$ cat src/logic/pci_rd_pkg.sv
// shared constants, state codes and pin carriers for the wide burst reader
package pci_rd_pkg;

  // ----------------------------------------------------------------------
  // widths
  // ----------------------------------------------------------------------
  localparam int AD_W        = 64;
  localparam int CBE_W       = 8;
  localparam int CMD_W       = 4;
  localparam int ADDR_W      = 32;
  localparam int BURST_W_DEF = 8;
  localparam int CODE_W      = 4;
  localparam int END_W       = 3;

  // ----------------------------------------------------------------------
  // local status codes
  // ----------------------------------------------------------------------
  localparam logic [CODE_W-1:0] CODE_IDLE      = 4'h0;
  localparam logic [CODE_W-1:0] CODE_ADDR_LOAD = 4'h1;
  localparam logic [CODE_W-1:0] CODE_BUS_TRANS = 4'h2;
  localparam logic [CODE_W-1:0] CODE_BUS_TERM  = 4'h3;
  localparam logic [END_W-1:0]  END_NONE       = 3'h0;
  localparam logic [END_W-1:0]  END_NORMAL     = 3'h1;

  // padding for address and command onto the wide pins
  localparam logic [AD_W-ADDR_W-1:0] AD_HIGH_ZERO = 32'h0;
  localparam logic [CBE_W-CMD_W-1:0] CBE_HIGH_ZERO = 4'h0;

  // ----------------------------------------------------------------------
  // master sequence states
  // ----------------------------------------------------------------------
  typedef enum logic [6:0] {
    ST_IDLE    = 7'h01,
    ST_GRANTED = 7'h02,
    ST_LOAD    = 7'h04,
    ST_ADDRESS = 7'h08,
    ST_TURN    = 7'h10,
    ST_DATA    = 7'h20,
    ST_TERM    = 7'h40
  } master_state_e;

  // ----------------------------------------------------------------------
  // pin carriers
  // ----------------------------------------------------------------------
  typedef struct packed {
    logic             framen;
    logic             req64n;
    logic             irdyn;
    logic [CBE_W-1:0] cben;
  } pci_drive_s;

  typedef struct packed {
    logic framen;
    logic req64n;
    logic irdyn;
    logic cben;
    logic ad;
  } pci_enable_s;

  localparam pci_drive_s  DRIVE_IDLE  = '{1'b1, 1'b1, 1'b1, 8'hff};
  localparam pci_enable_s ENABLE_NONE = '{1'b0, 1'b0, 1'b0, 1'b0, 1'b0};

endpackage

$ cat src/logic/pci_wide_burst_reader.sv
// bus master data phases for 64-bit burst reads toward a 64-bit local master
`timescale 1ns/1ps

// Notes on behaviour
// load burst counter with requested length
// local master gives first byte enables early
// local read-ready only when data acceptable
// drop reqn after framen without local request
// target claims with devseln and ack64n
// turnaround: float ad, drive byte enables
// irdyn follows local read-ready one cycle later
// framen held while phases remain
// wide flag asserted once target accepts
// local grant follows gntn once started
// target drives quadwords with trdyn
// phase completes when irdyn and trdyn low
// next cycle: output quadword, decrement counter
// strobes after trdyn and read-ready both low
// local master captures on both strobes
// local master keeps read-ready to avoid waits
// final phase drops framen and req64n
// afterwards irdyn high, normal termination reported
// local master requests with wide request
// phase reaching zero count is last
module pci_wide_burst_reader
  import pci_rd_pkg::*;
#(
  parameter int BURST_W = pci_rd_pkg::BURST_W_DEF
) (
  // clock and reset
  input  wire logic                         ref_clk_in,
  input  wire logic                         arst_n_in,
  // pci inputs
  input  wire logic                         gntn_in,
  input  wire logic                         framen_in,
  input  wire logic                         irdyn_in,
  input  wire logic                         devseln_in,
  input  wire logic                         ack64n_in,
  input  wire logic                         trdyn_in,
  input  wire logic [pci_rd_pkg::AD_W-1:0]  ad_in,
  // pci outputs
  output logic                              reqn_out,
  output logic      [pci_rd_pkg::AD_W-1:0]  ad_out,
  output pci_rd_pkg::pci_drive_s            pci_drive_out,
  output pci_rd_pkg::pci_enable_s           pci_enable_out,
  // local master inputs
  input  wire logic                         local_wide_request_n_in,
  input  wire logic [pci_rd_pkg::ADDR_W-1:0] local_address_in,
  input  wire logic [pci_rd_pkg::CMD_W-1:0] local_command_in,
  input  wire logic [BURST_W-1:0]           local_requested_burst_length_in,
  input  wire logic [pci_rd_pkg::CBE_W-1:0] local_byte_enable_in,
  input  wire logic                         local_read_ready_n_in,
  // local master outputs
  output logic                              local_grant_n_out,
  output logic                              local_wide_transfer_flag_n_out,
  output logic                              local_low_half_strobe_n_out,
  output logic                              local_high_half_strobe_n_out,
  output logic      [pci_rd_pkg::AD_W-1:0]  local_read_data_out,
  output logic      [BURST_W-1:0]           local_burst_remaining_count_out,
  output logic      [pci_rd_pkg::CODE_W-1:0] local_master_state_code_out,
  output logic      [pci_rd_pkg::END_W-1:0] local_end_reason_code_out
);

  import pci_rd_pkg::*;

  if (BURST_W < 2) begin : g_burst_check
    $error("burst length width must be at least two bits");
  end

  localparam logic [BURST_W-1:0] LEN_ONE = {{(BURST_W-1){1'b0}}, 1'b1};

  // ----------------------------------------------------------------------
  // state
  // ----------------------------------------------------------------------
  master_state_e          state_reg;
  master_state_e          state_next;
  logic                   reqn_reg;
  logic                   reqn_next;
  logic                   grant_n_reg;
  logic                   grant_n_next;
  logic                   wide_n_reg;
  logic                   wide_n_next;
  logic                   xfer_n_reg;
  logic                   xfer_n_next;
  logic [AD_W-1:0]        data_reg;
  logic [AD_W-1:0]        ad_reg;
  logic [AD_W-1:0]        ad_next;
  logic [CODE_W-1:0]      code_reg;
  logic [CODE_W-1:0]      code_next;
  logic [END_W-1:0]       end_reg;
  logic [END_W-1:0]       end_next;
  pci_drive_s             drive_reg;
  pci_drive_s             drive_next;
  pci_enable_s            enable_reg;
  pci_enable_s            enable_next;

  logic [BURST_W-1:0]     count;
  logic [BURST_W-1:0]     len_load;
  logic                   cnt_last;
  logic                   cnt_two;
  logic                   bus_idle;
  logic                   grant_ok;
  logic                   phase_done;
  logic                   final_done;
  logic                   final_next;
  logic                   claimed;
  logic                   started;
  logic                   ns_frame;
  logic                   ns_irdy;
  logic                   load_go;

  // ----------------------------------------------------------------------
  // decode
  // ----------------------------------------------------------------------
  assign bus_idle = framen_in && irdyn_in;
  assign grant_ok = !gntn_in && bus_idle && !reqn_reg;
  // both ready strobes low
  assign phase_done = (state_reg == ST_DATA) && !drive_reg.irdyn &&
                      !trdyn_in;
  // counter reaching zero ends burst
  assign final_done = phase_done && cnt_last;
  assign final_next = cnt_last || (cnt_two && phase_done);
  // target claims wide transfer
  assign claimed  = ((state_reg == ST_TURN) || (state_reg == ST_DATA)) &&
                    !devseln_in && !ack64n_in;
  assign started  = (state_reg == ST_ADDRESS) || (state_reg == ST_TURN) ||
                    (state_reg == ST_DATA);
  assign ns_frame = (state_next == ST_ADDRESS) || (state_next == ST_TURN) ||
                    (state_next == ST_DATA);
  assign ns_irdy  = (state_next == ST_TURN) || (state_next == ST_DATA);
  assign load_go  = (state_reg == ST_LOAD) && (state_next == ST_ADDRESS);
  // zero length treated as a single phase
  assign len_load = (local_requested_burst_length_in == '0) ? LEN_ONE :
                    local_requested_burst_length_in;

  always_comb begin
    state_next = state_reg;
    case (state_reg)
      ST_IDLE: begin
        if (grant_ok) begin
          state_next = ST_GRANTED;
        end
      end
      ST_GRANTED: begin
        state_next = local_wide_request_n_in ? ST_IDLE : ST_LOAD;
      end
      ST_LOAD: begin
        state_next = gntn_in ? ST_IDLE : ST_ADDRESS;
      end
      ST_ADDRESS: state_next = ST_TURN;
      ST_TURN:    state_next = ST_DATA;
      ST_DATA: begin
        if (final_done) begin
          state_next = ST_TERM;
        end
      end
      ST_TERM:    state_next = ST_IDLE;
      default:    state_next = ST_IDLE;
    endcase
  end

  // release request once frame seen alone
  assign reqn_next = (state_reg == ST_IDLE) ? local_wide_request_n_in :
                     (!drive_reg.framen && enable_reg.framen &&
                      local_wide_request_n_in) ? 1'b1 : reqn_reg;
  // grant tracks gntn after start
  assign grant_n_next = ((state_next == ST_GRANTED) ||
                         (state_next == ST_LOAD) ||
                         (state_next == ST_ADDRESS)) ? 1'b0 :
                        started ? gntn_in : 1'b1;
  // wide flag once claimed
  assign wide_n_next = (state_next == ST_IDLE) ? 1'b1 :
                       claimed ? 1'b0 : wide_n_reg;
  // strobes from trdyn and read-ready
  assign xfer_n_next = !((state_reg == ST_DATA) && !trdyn_in &&
                         !local_read_ready_n_in);
  assign ad_next = (state_next == ST_ADDRESS) ?
                   {AD_HIGH_ZERO, local_address_in} : ad_reg;
  assign code_next = (state_next == ST_LOAD) ? CODE_ADDR_LOAD :
                     (state_next == ST_TERM) ? CODE_BUS_TERM :
                     ns_frame ? CODE_BUS_TRANS : CODE_IDLE;
  // normal end reported with termination
  assign end_next = (state_next == ST_TERM) ? END_NORMAL :
                    (state_next == ST_LOAD) ? END_NONE : end_reg;

  // frame held until final phase
  // frame and req64n drop on final phase
  assign drive_next.framen = (state_next == ST_ADDRESS) ? 1'b0 :
                             ns_frame ? final_next : 1'b1;
  assign drive_next.req64n = drive_next.framen;
  // irdyn mirrors earlier read-ready
  assign drive_next.irdyn  = ns_irdy ? local_read_ready_n_in : 1'b1;
  // byte enables sampled a cycle ahead
  assign drive_next.cben   = (state_next == ST_ADDRESS) ?
                             {CBE_HIGH_ZERO, local_command_in} :
                             local_byte_enable_in;
  // ad floats after address phase
  assign enable_next.ad     = (state_next == ST_ADDRESS);
  assign enable_next.framen = ns_frame;
  assign enable_next.req64n = ns_frame;
  assign enable_next.cben   = ns_frame;
  assign enable_next.irdyn  = ns_irdy || (state_next == ST_TERM);

  // ----------------------------------------------------------------------
  // registers
  // ----------------------------------------------------------------------
  always_ff @(posedge ref_clk_in or negedge arst_n_in) begin
    if (!arst_n_in) begin
      state_reg   <= ST_IDLE;
      reqn_reg    <= 1'b1;
      grant_n_reg <= 1'b1;
      wide_n_reg  <= 1'b1;
      xfer_n_reg  <= 1'b1;
      code_reg    <= CODE_IDLE;
      end_reg     <= END_NONE;
      drive_reg   <= DRIVE_IDLE;
      enable_reg  <= ENABLE_NONE;
      ad_reg      <= '0;
    end else begin
      state_reg   <= state_next;
      reqn_reg    <= reqn_next;
      grant_n_reg <= grant_n_next;
      wide_n_reg  <= wide_n_next;
      xfer_n_reg  <= xfer_n_next;
      code_reg    <= code_next;
      end_reg     <= end_next;
      drive_reg   <= drive_next;
      enable_reg  <= enable_next;
      ad_reg      <= ad_next;
    end
  end

  // quadword captured on completed phase
  always_ff @(posedge ref_clk_in or negedge arst_n_in) begin
    if (!arst_n_in) begin
      data_reg <= '0;
    end else if (phase_done) begin
      data_reg <= ad_in;
    end
  end

  // counter loaded as address phase starts
  burst_phase_counter #(
    .W (BURST_W)
  ) u_counter (
    .ref_clk_in    (ref_clk_in),
    .arst_n_in     (arst_n_in),
    .load_in       (load_go),
    .load_value_in (len_load),
    .dec_in        (phase_done),
    .count_out     (count),
    .last_out      (cnt_last),
    .second_out    (cnt_two)
  );

  // ----------------------------------------------------------------------
  // outputs
  // ----------------------------------------------------------------------
  assign reqn_out                        = reqn_reg;
  assign ad_out                          = ad_reg;
  assign pci_drive_out                   = drive_reg;
  assign pci_enable_out                  = enable_reg;
  assign local_grant_n_out               = grant_n_reg;
  assign local_wide_transfer_flag_n_out  = wide_n_reg;
  assign local_low_half_strobe_n_out     = xfer_n_reg;
  assign local_high_half_strobe_n_out    = xfer_n_reg;
  assign local_read_data_out             = data_reg;
  assign local_burst_remaining_count_out = count;
  assign local_master_state_code_out     = code_reg;
  assign local_end_reason_code_out       = end_reg;
endmodule

$ cat src/logic/burst_phase_counter.sv
// down-counter of remaining quadword data phases
`timescale 1ns/1ps
module burst_phase_counter #(
  parameter int W = 8
) (
  // clock and reset
  input  wire logic         ref_clk_in,
  input  wire logic         arst_n_in,
  // control
  input  wire logic         load_in,
  input  wire logic [W-1:0] load_value_in,
  input  wire logic         dec_in,
  // state
  output logic      [W-1:0] count_out,
  output logic              last_out,
  output logic              second_out
);

  localparam logic [W-1:0] ONE = {{(W-1){1'b0}}, 1'b1};
  localparam logic [W-1:0] TWO = {{(W-2){1'b0}}, 2'b10};

  logic [W-1:0] count_reg;
  logic [W-1:0] count_next;

  if (W < 2) begin : g_width_check
    $error("counter width must be at least two bits");
  end

  // load wins; decrement never wraps below zero
  assign count_next = load_in ? load_value_in :
                      (dec_in && count_reg != '0) ? count_reg - ONE :
                      count_reg;

  always_ff @(posedge ref_clk_in or negedge arst_n_in) begin
    if (!arst_n_in) begin
      count_reg <= '0;
    end else begin
      count_reg <= count_next;
    end
  end

  assign count_out  = count_reg;
  assign last_out   = (count_reg == ONE);
  assign second_out = (count_reg == TWO);

endmodule

$ cat config.mk
export PLATFORM = sky130hd
export DESIGN_NAME = pci_wide_burst_reader
export DESIGN_NICKNAME = d
export VERILOG_FILES = /design/src/logic/pci_rd_pkg.sv /design/src/logic/pci_wide_burst_reader.sv /design/src/logic/burst_phase_counter.sv
export SDC_FILE = /design/constraint.sdc
export NUM_CORES = 1
export LEC_CHECK = 0
export BUFFER_PORTS_ARGS = -buffer_cell sky130_fd_sc_hd__buf_2
export CAP_MARGIN = 15
export CORE_AREA = 2 2 126 159
export CTS_BUF_LIST = sky130_fd_sc_hd__clkbuf_4 sky130_fd_sc_hd__clkbuf_8
export DETAILED_ROUTE_END_ITERATION = 6
export DIE_AREA = 0 0 128 161
export PLACE_DENSITY_LB_ADDON = 0.08
export SLEW_MARGIN = 15
export SYNTH_ARGS = -nofsm -noshare
export SYNTH_HDL_FRONTEND = slang
export SYNTH_SLANG_ARGS = --single-unit
$ cat constraint.sdc
create_clock -name ref_clk_in -period 4.5 [get_ports ref_clk_in]
set_input_delay 0.225 -clock ref_clk_in [delete_from_list [all_inputs] [get_ports ref_clk_in]]
set_output_delay 0.225 -clock ref_clk_in [all_outputs]
set_load 0.05 [all_outputs]
==> results of run 1 <==
synth_stat cells, drive strengths merged (2+ instances only):
cell	count
nand4	2
dfrtp	116
xor2	3
nand2	305
inv	7
clkbuf	16
a31oi	9
and4b	3
o21ai	4
o31ai	5
nand2b	2
dfstp	15
nand3	4
nor4bb	2
or4b	2
ha	4
or3	5
nor2	16
buf	57
and2	5
and3	2
nor4	4
a21o	2
nor3	6
or4	6
o22ai	2
metrics by stage:
| step | power [W] | hold WS (ns) |
|---|---|---|
| after global placement | 0.00193 | 0.303 |
| final | 0.00295 | 0.0458 |
| after CTS | 0.00300 | 0.000770 |
| after detailed placement | 0.00193 | 0.300 |
| after floorplan | 0.00177 | -0.0706 |
| after global routing | 0.00310 | 0.0158 |
metal layers:
metal,vias up,routed length [um],global-route usage
met5,-,0,0
met4,0,324,0.0559
met3,18,1110,0.0527
met2,199,8270,0.274
met1,2483,6820,0.183
li1,2589,-,-
worst max path at each step:
stage | end | slack [ns] | cells after the start
6_report | u_counter.count_out[4] | 1.83 | 4
3_5_place_dp | u_counter.count_out[4] | 1.85 | 4
3_3_place_gp | u_counter.count_out[4] | 1.91 | 4
5_1_grt | u_counter.count_out[4] | 1.54 | 4
4_1_cts | u_counter.count_out[4] | 1.84 | 4
2_1_floorplan | u_counter.count_out[1] | 2.36 | 6
area by class of cell:
cell class,instances,area share
sequential,131,0.391
timing repair buffer,370,0.288
multi-input combinational,443,0.238
tap,236,0.0350
clock buffer,17,0.0277
clock inverter,15,0.0175
inverter,7,0.00311
antenna,1,0.000297
critical path, delay by kind of cell, from the launching register on:
family | cells | cell delay (ns)
flops | 1 | 0.50
compound gates | 1 | 0.17
simple gates | 3 | 1.91
power by group:
part | switching (W) | total [W] | internal [W]
Clock | 0.000513 | 0.000962 | 0.000449
Combinational | 0.000500 | 0.000689 | 0.000190
Sequential | 0.0000393 | 0.00130 | 0.00126
cell families (layout without fill, tap and decap cells):
family	count (synthesis)	in the layout	synth area share
xor+xnor	3	3	0.00466
mux	1	1	0.00177
buf+inv	80	409	0.0847
simple gates	367	367	0.275
other cells	1	37	0.000665
fa+ha+maj	4	4	0.00887
compound gates	32	32	0.0397
flops	131	131	0.584
==> impl_results.md, run 1 <==
* Largest net degree at the start of global routing at 76
* Vias at 5289
* CORE AREA at between 15000 and 20000 um2
* Total negative slack at 0 ns
* Leak at 4.71 nW
* Via density at 4.34
* Max-Cap Viols at 0
* Clk pin slew, worst setup/hold paths at 0.08 ns
* First-pass GRT wire length at 25800 um
* Placed cell area at 6930 um2
* Slowest-stage cell, CP: or4_2
* Placer Congestion at 0.757
* Drt pass-1 iters at 4
* Synth Flop Type: dfrtp_1
* Layout Cells excl Fill at 1220
* Worst Setup SP: state_reg[3]
* Largest stage delay on the critical path at 0.86 ns
* Initial core utilization at 0.295
* Clock skew at between 0.01 and 0.015 ns
* Fmax at 375 MHz
* # rows at 57
* Most frequent cells in the layout: nand2_1 (305), buf_2 (252), dfrtp_1 (116), dlygate4sd3_1 (112), conb_1 (36)
* WP data arrival at 3.03 ns
* PwrDens at 349 nW/um2
* Fin. Hold Viols at 0
* Area Overhead vs Synth at 49.6%
* Vias in the first global route at 5243
* Die area at 20600 um2
* Class of the worst hold path: input port to flop
* IO Pins at 290
* Final min period at 2.67 ns
* Commonest non-fill, non-tap cell in the layout: nand2_1
* Antenna violations before repair at 1
* CP Max Fanout at 20
* Cells after Synth at 619
* Final wirelength at about 17000 um
* Hold buffers post-CTS at 112
* GRT Total Usage at 0.158
* Initial DRC count at 213
* Critical Path RT at 4.86 ns
* CTS Buffer Depth at 2
* Critical-path cell list: nor3_2, nand4_1, or4_2, a31oi_1
* Register-to-Register Setup Slack at around 1.8 ns
* Least-Margin Pin Slew at 0.731 ns
* CTS sink count at 131
* Endpoint of the worst hold path: reqn_out
* Worst slew margin at 0.511
* Area of the multi-input gates at 2010 um2
* Synth Register Bits at around 130
* Share of cells above drive strength 1 at 0.318
* Worst setup SP type: flop
* H-tree depth at 4
* Yosys top cell by area: dfrtp_1
* RSZ-0062 raised after global routing: false
* Post-Route Utilization at 0.442
* Register area share after synthesis at 0.584
* Ys async rst share at 1.00
* CTS tree: built
* Critical path class: flop to flop
* Postcts setup bufs at 0
* Sequential cell area at 3300 um2
* Number of flip-flops in the largest register at 64
* Die outline width at 128 um
* R2R depth at 4
* Die H at 161 um
* Post-synth cell types at 47
* HPWL after DPL at between 10000 and 15000 um
* Final ANT Viol Nets at 0
* Top cell type's share of synthesized area at 0.514
* Warnings, synthesis at 0
* WL/cell at 13.5 um
* Fin nets at 1100
* Finished layout cell area at 8440 um2
* Final Max Tran Viols at 0
* Worst hold start: local_wide_request_n_in
* CTS root buf: clkbuf_8
* # setup viols final at 0
* Fillcell total at 1904
* DP Worst Slack at 1.85 ns
* Residual DRC count at 0
* R2R Path Start: state_reg[3]
* # port buffers at ~250
* Placed cell count at 1075
* Grt total ovfl at 0
* Fin crit share at 0.593
* Setup ws final at 1.83 ns
* Nature of the critical path endpoint: flop
* PostCTS Resize Cnt at 0
* Maximum vdd drop at slightly above 0.2 mV
* CTS Buf Count at 17
* FF-to-FF End: u_counter.count_out[4]
* Mean Syn Cell Area at 9.12 um2
* Clock latency on the worst-skew pair at 0.44 ns
* Status: completed
* Worst Hold Depth at 2
* Post-synth EDFFs at 0
* Largest cells by area after synthesis: dfrtp_1 (51%), nand2_1 (20%), dfstp_2 (7.0%), buf_4 (5.3%), clkbuf_1 (1.1%)
* Cell Area, Synth at 5640 um2
No activity file was read; power rests on OpenSTA's default activity.
==> inputs of run 2 (changes only) <==
==> constraint.sdc (replaced) <==
create_clock -name ref_clk_in -period 2.4 [get_ports ref_clk_in]
set_input_delay 0.12 -clock ref_clk_in [delete_from_list [all_inputs] [get_ports ref_clk_in]]
set_output_delay 0.12 -clock ref_clk_in [all_outputs]
set_load 0.05 [all_outputs]
==> run 2 against run 1 <==
Combinational power up 92%. Worst hold slack lost 0.015 ns. Sequential power rose by 87%. Non-clock buffer count increased by 19. Clock power is 140% higher. Die area is the same. Core utilization up 1.7 points. Sequential share of layout area shrank 1.5 points. First-iteration DRC count shrank 23%. Clock skew decreased by 0.0024 ns. Final area rose by 3.9%. Global-route usage increased by 0.52 points.
==> impl_results.md, run 2 (synthesis results as in run 1) <==
* Status: completed
* Initial DRC count at 163 (-23%)
* Number of flip-flops in the largest register at 64 (unchanged)
* # port buffers at 253 (unchanged)
* Hold buffers post-CTS at 121 (+8.0%)
* WP data arrival at 2.61 ns (-0.42 ns)
* Vias at 5362 (+1.4%)
* Clock latency on the worst-skew pair at 0.44 ns (about the same)
* # rows at 57 (unchanged)
* Drt pass-1 iters at 4 (unchanged)
* CTS Buffer Depth at 2 (unchanged)
* Critical path class: flop to flop
* Leak at 4.87 nW (+3.4%)
* Final min period at 2.24 ns (-0.431 ns)
* Clk pin slew, worst setup/hold paths at 0.07 ns (about the same)
* GRT Total Usage at 0.164 (+0.00522)
* CORE AREA at 19100 um2 (unchanged)
* # setup viols final at 0 (unchanged)
* Class of the worst hold path: input port to flop
* HPWL after DPL at 11400 um (+3.3%)
* CTS root buf: clkbuf_8
* Critical Path RT at 2.78 ns (-2.08 ns)
* H-tree depth at 4 (unchanged)
* WL/cell at 13.6 um (+0.20%)
* Max-Cap Viols at 0 (unchanged)
* Die outline width at 128 um (unchanged)
* Area Overhead vs Synth at 55.4%
* Maximum vdd drop at 0.355 mV (+71%)
* Grt total ovfl at 0 (unchanged)
* Worst hold start: devseln_in
* Fin nets at 1119 (+1.7%)
* Diode count at 0 (-1)
* Highest routed metal layer: met4
* Fin. Hold Viols at 0 (unchanged)
* R2R Path Start: state_reg[1]
* DR WL met2 at 8480 um (+2.6%)
* First-pass GRT wire length at 26800 um (+3.9%)
* Largest net degree at the start of global routing at 70 (-7.9%)
* Register-to-Register Setup Slack at 0.16 ns (-1.67 ns)
* Final Max Tran Viols at 0 (unchanged)
* Nature of the critical path endpoint: flop
* WL met1 at 6710 um (-1.5%)
* Vias in the first global route at 5546 (+5.8%)
* Worst slew margin at 0.588 (+0.0763)
* Worst Hold Depth at 4 (+2)
* Endpoint of the worst hold path: local_wide_transfer_flag_n_out
* CTS sink count at 131 (unchanged)
* Total negative slack at 0 ns (unchanged)
* Final wirelength at 16800 um (+1.7%)
* Placer Congestion at 0.780 (+3.1%)
* Die H at 161 um (unchanged)
* Hold WS at 0.0310 ns (-0.0148 ns)
* Fin crit share at 0.933 (+0.339)
* Final ANT Viol Nets at 0 (unchanged)
* PostCTS Resize Cnt at 0 (unchanged)
* FF-to-FF End: pci_drive_out[1]
* Least-Margin Pin Slew at 0.619 ns (-0.112 ns)
* Commonest non-fill, non-tap cell in the layout: nand2_1
* Initial core utilization at 0.295 (unchanged)
* DR WL met3 at 1160 um (+5.0%)
* Die area at 20600 um2 (unchanged)
* Postcts setup bufs at 0 (unchanged)
* RSZ-0062 raised after global routing: false
* CP Max Fanout at 39 (+95%)
* Residual DRC count at 0 (unchanged)
* CTS tree: built
* PwrDens at 693 nW/um2 (+98%)
* R2R depth at 7 (+3)
* Most frequent cells in the layout: nand2_1 (305), buf_2 (252), dlygate4sd3_1 (121), dfrtp_1 (116), conb_1 (36)
* Clock skew at 0.0126 ns (-0.00237 ns)
* Share of cells above drive strength 1 at 0.322 (+0.00394)
* Via density at 4.33 (about the same)
* CTS Buf Count at 17 (unchanged)
* Fmax at 447 MHz (+19%)
* Antenna violations before repair at 0 (-1)
* IO Pins at 290 (unchanged)
* Worst setup SP type: flop
[run 2: cell types whose count changed in the layout (fill, tap and decap cells not counted)]
cell,delta
clkbuf_4,+1
inv_6,-4
clkinvlp_4,-2
bufinv_16,+5
inv_8,-1
buf_4,+6
buf_12,+4
clkbuf_8,+2
diode_2,-1
dlygate4sd3_1,+9
clkinv_4,-1
[run 2: layout make-up]
class                           instances  area (um2)
Fill cell                            1874       10300
Timing Repair Buffer                  389        2650
Inverter                                7        26.3
Clock inverter                         12         228
Multi-Input combinational cell        443        2010
Tap cell                              236         295
Sequential cell                       131        3300
Clock buffer                           20         269
[run 2: worst max path at each step]
stage / to / slack (ns) / start
after global placement: u_counter.count_out[3] / 0.32 / state_reg[3]
final: pci_drive_out[1] / 0.16 / state_reg[1]
after detailed placement: u_counter.count_out[5] / 0.26 / state_reg[3]
after global routing: pci_drive_out[1] / 0.007 / state_reg[1]
after CTS: pci_drive_out[3] / 0.17 / state_reg[1]
after floorplan: u_counter.count_out[1] / 0.26 / u_counter.count_out[2]
[run 2: per-layer routing]
| metal | global-route usage | vias to the layer above |
|---|---|---|
| li1 | - | 2628 |
| met1 | 0.186 | 2498 |
| met2 | 0.284 | 206 |
| met3 | 0.0500 | 30 |
| met4 | 0.0684 | 0 |
| met5 | 0 | - |
[run 2: per-stage QoR]
step	instance area, um2	std cells	setup WS, ns	util	total power, W
6_report	8770	1238	0.162	0.459	0.00608
5_1_grt	8770	1238	0.00748	0.459	0.00637
4_1_cts	8770	1238	0.172	0.459	0.00617
3_5_place_dp	7060	1085	0.261	0.369	0.00365
3_3_place_gp	7060	1085	0.324	0.369	0.00364
2_1_floorplan	5770	654	0.258	-	0.00332
[run 2: where the power goes]
part	total, W	internal, W	switching, W
Clock	0.00232	0.00141	0.000909
Combinational	0.00132	0.000378	0.000942
Sequential	0.00243	0.00236	0.0000749
[run 2: worst max-delay path, cell delays in order, from the launching register on]
cell and delay (ns):
dfrtp_1 0.48, nor4_2 0.37, buf_4 0.21, and3_1 0.20, buf_12 0.21, nand2_1 0.09
nand2_1 0.07, dlygate4sd3_1 0.55
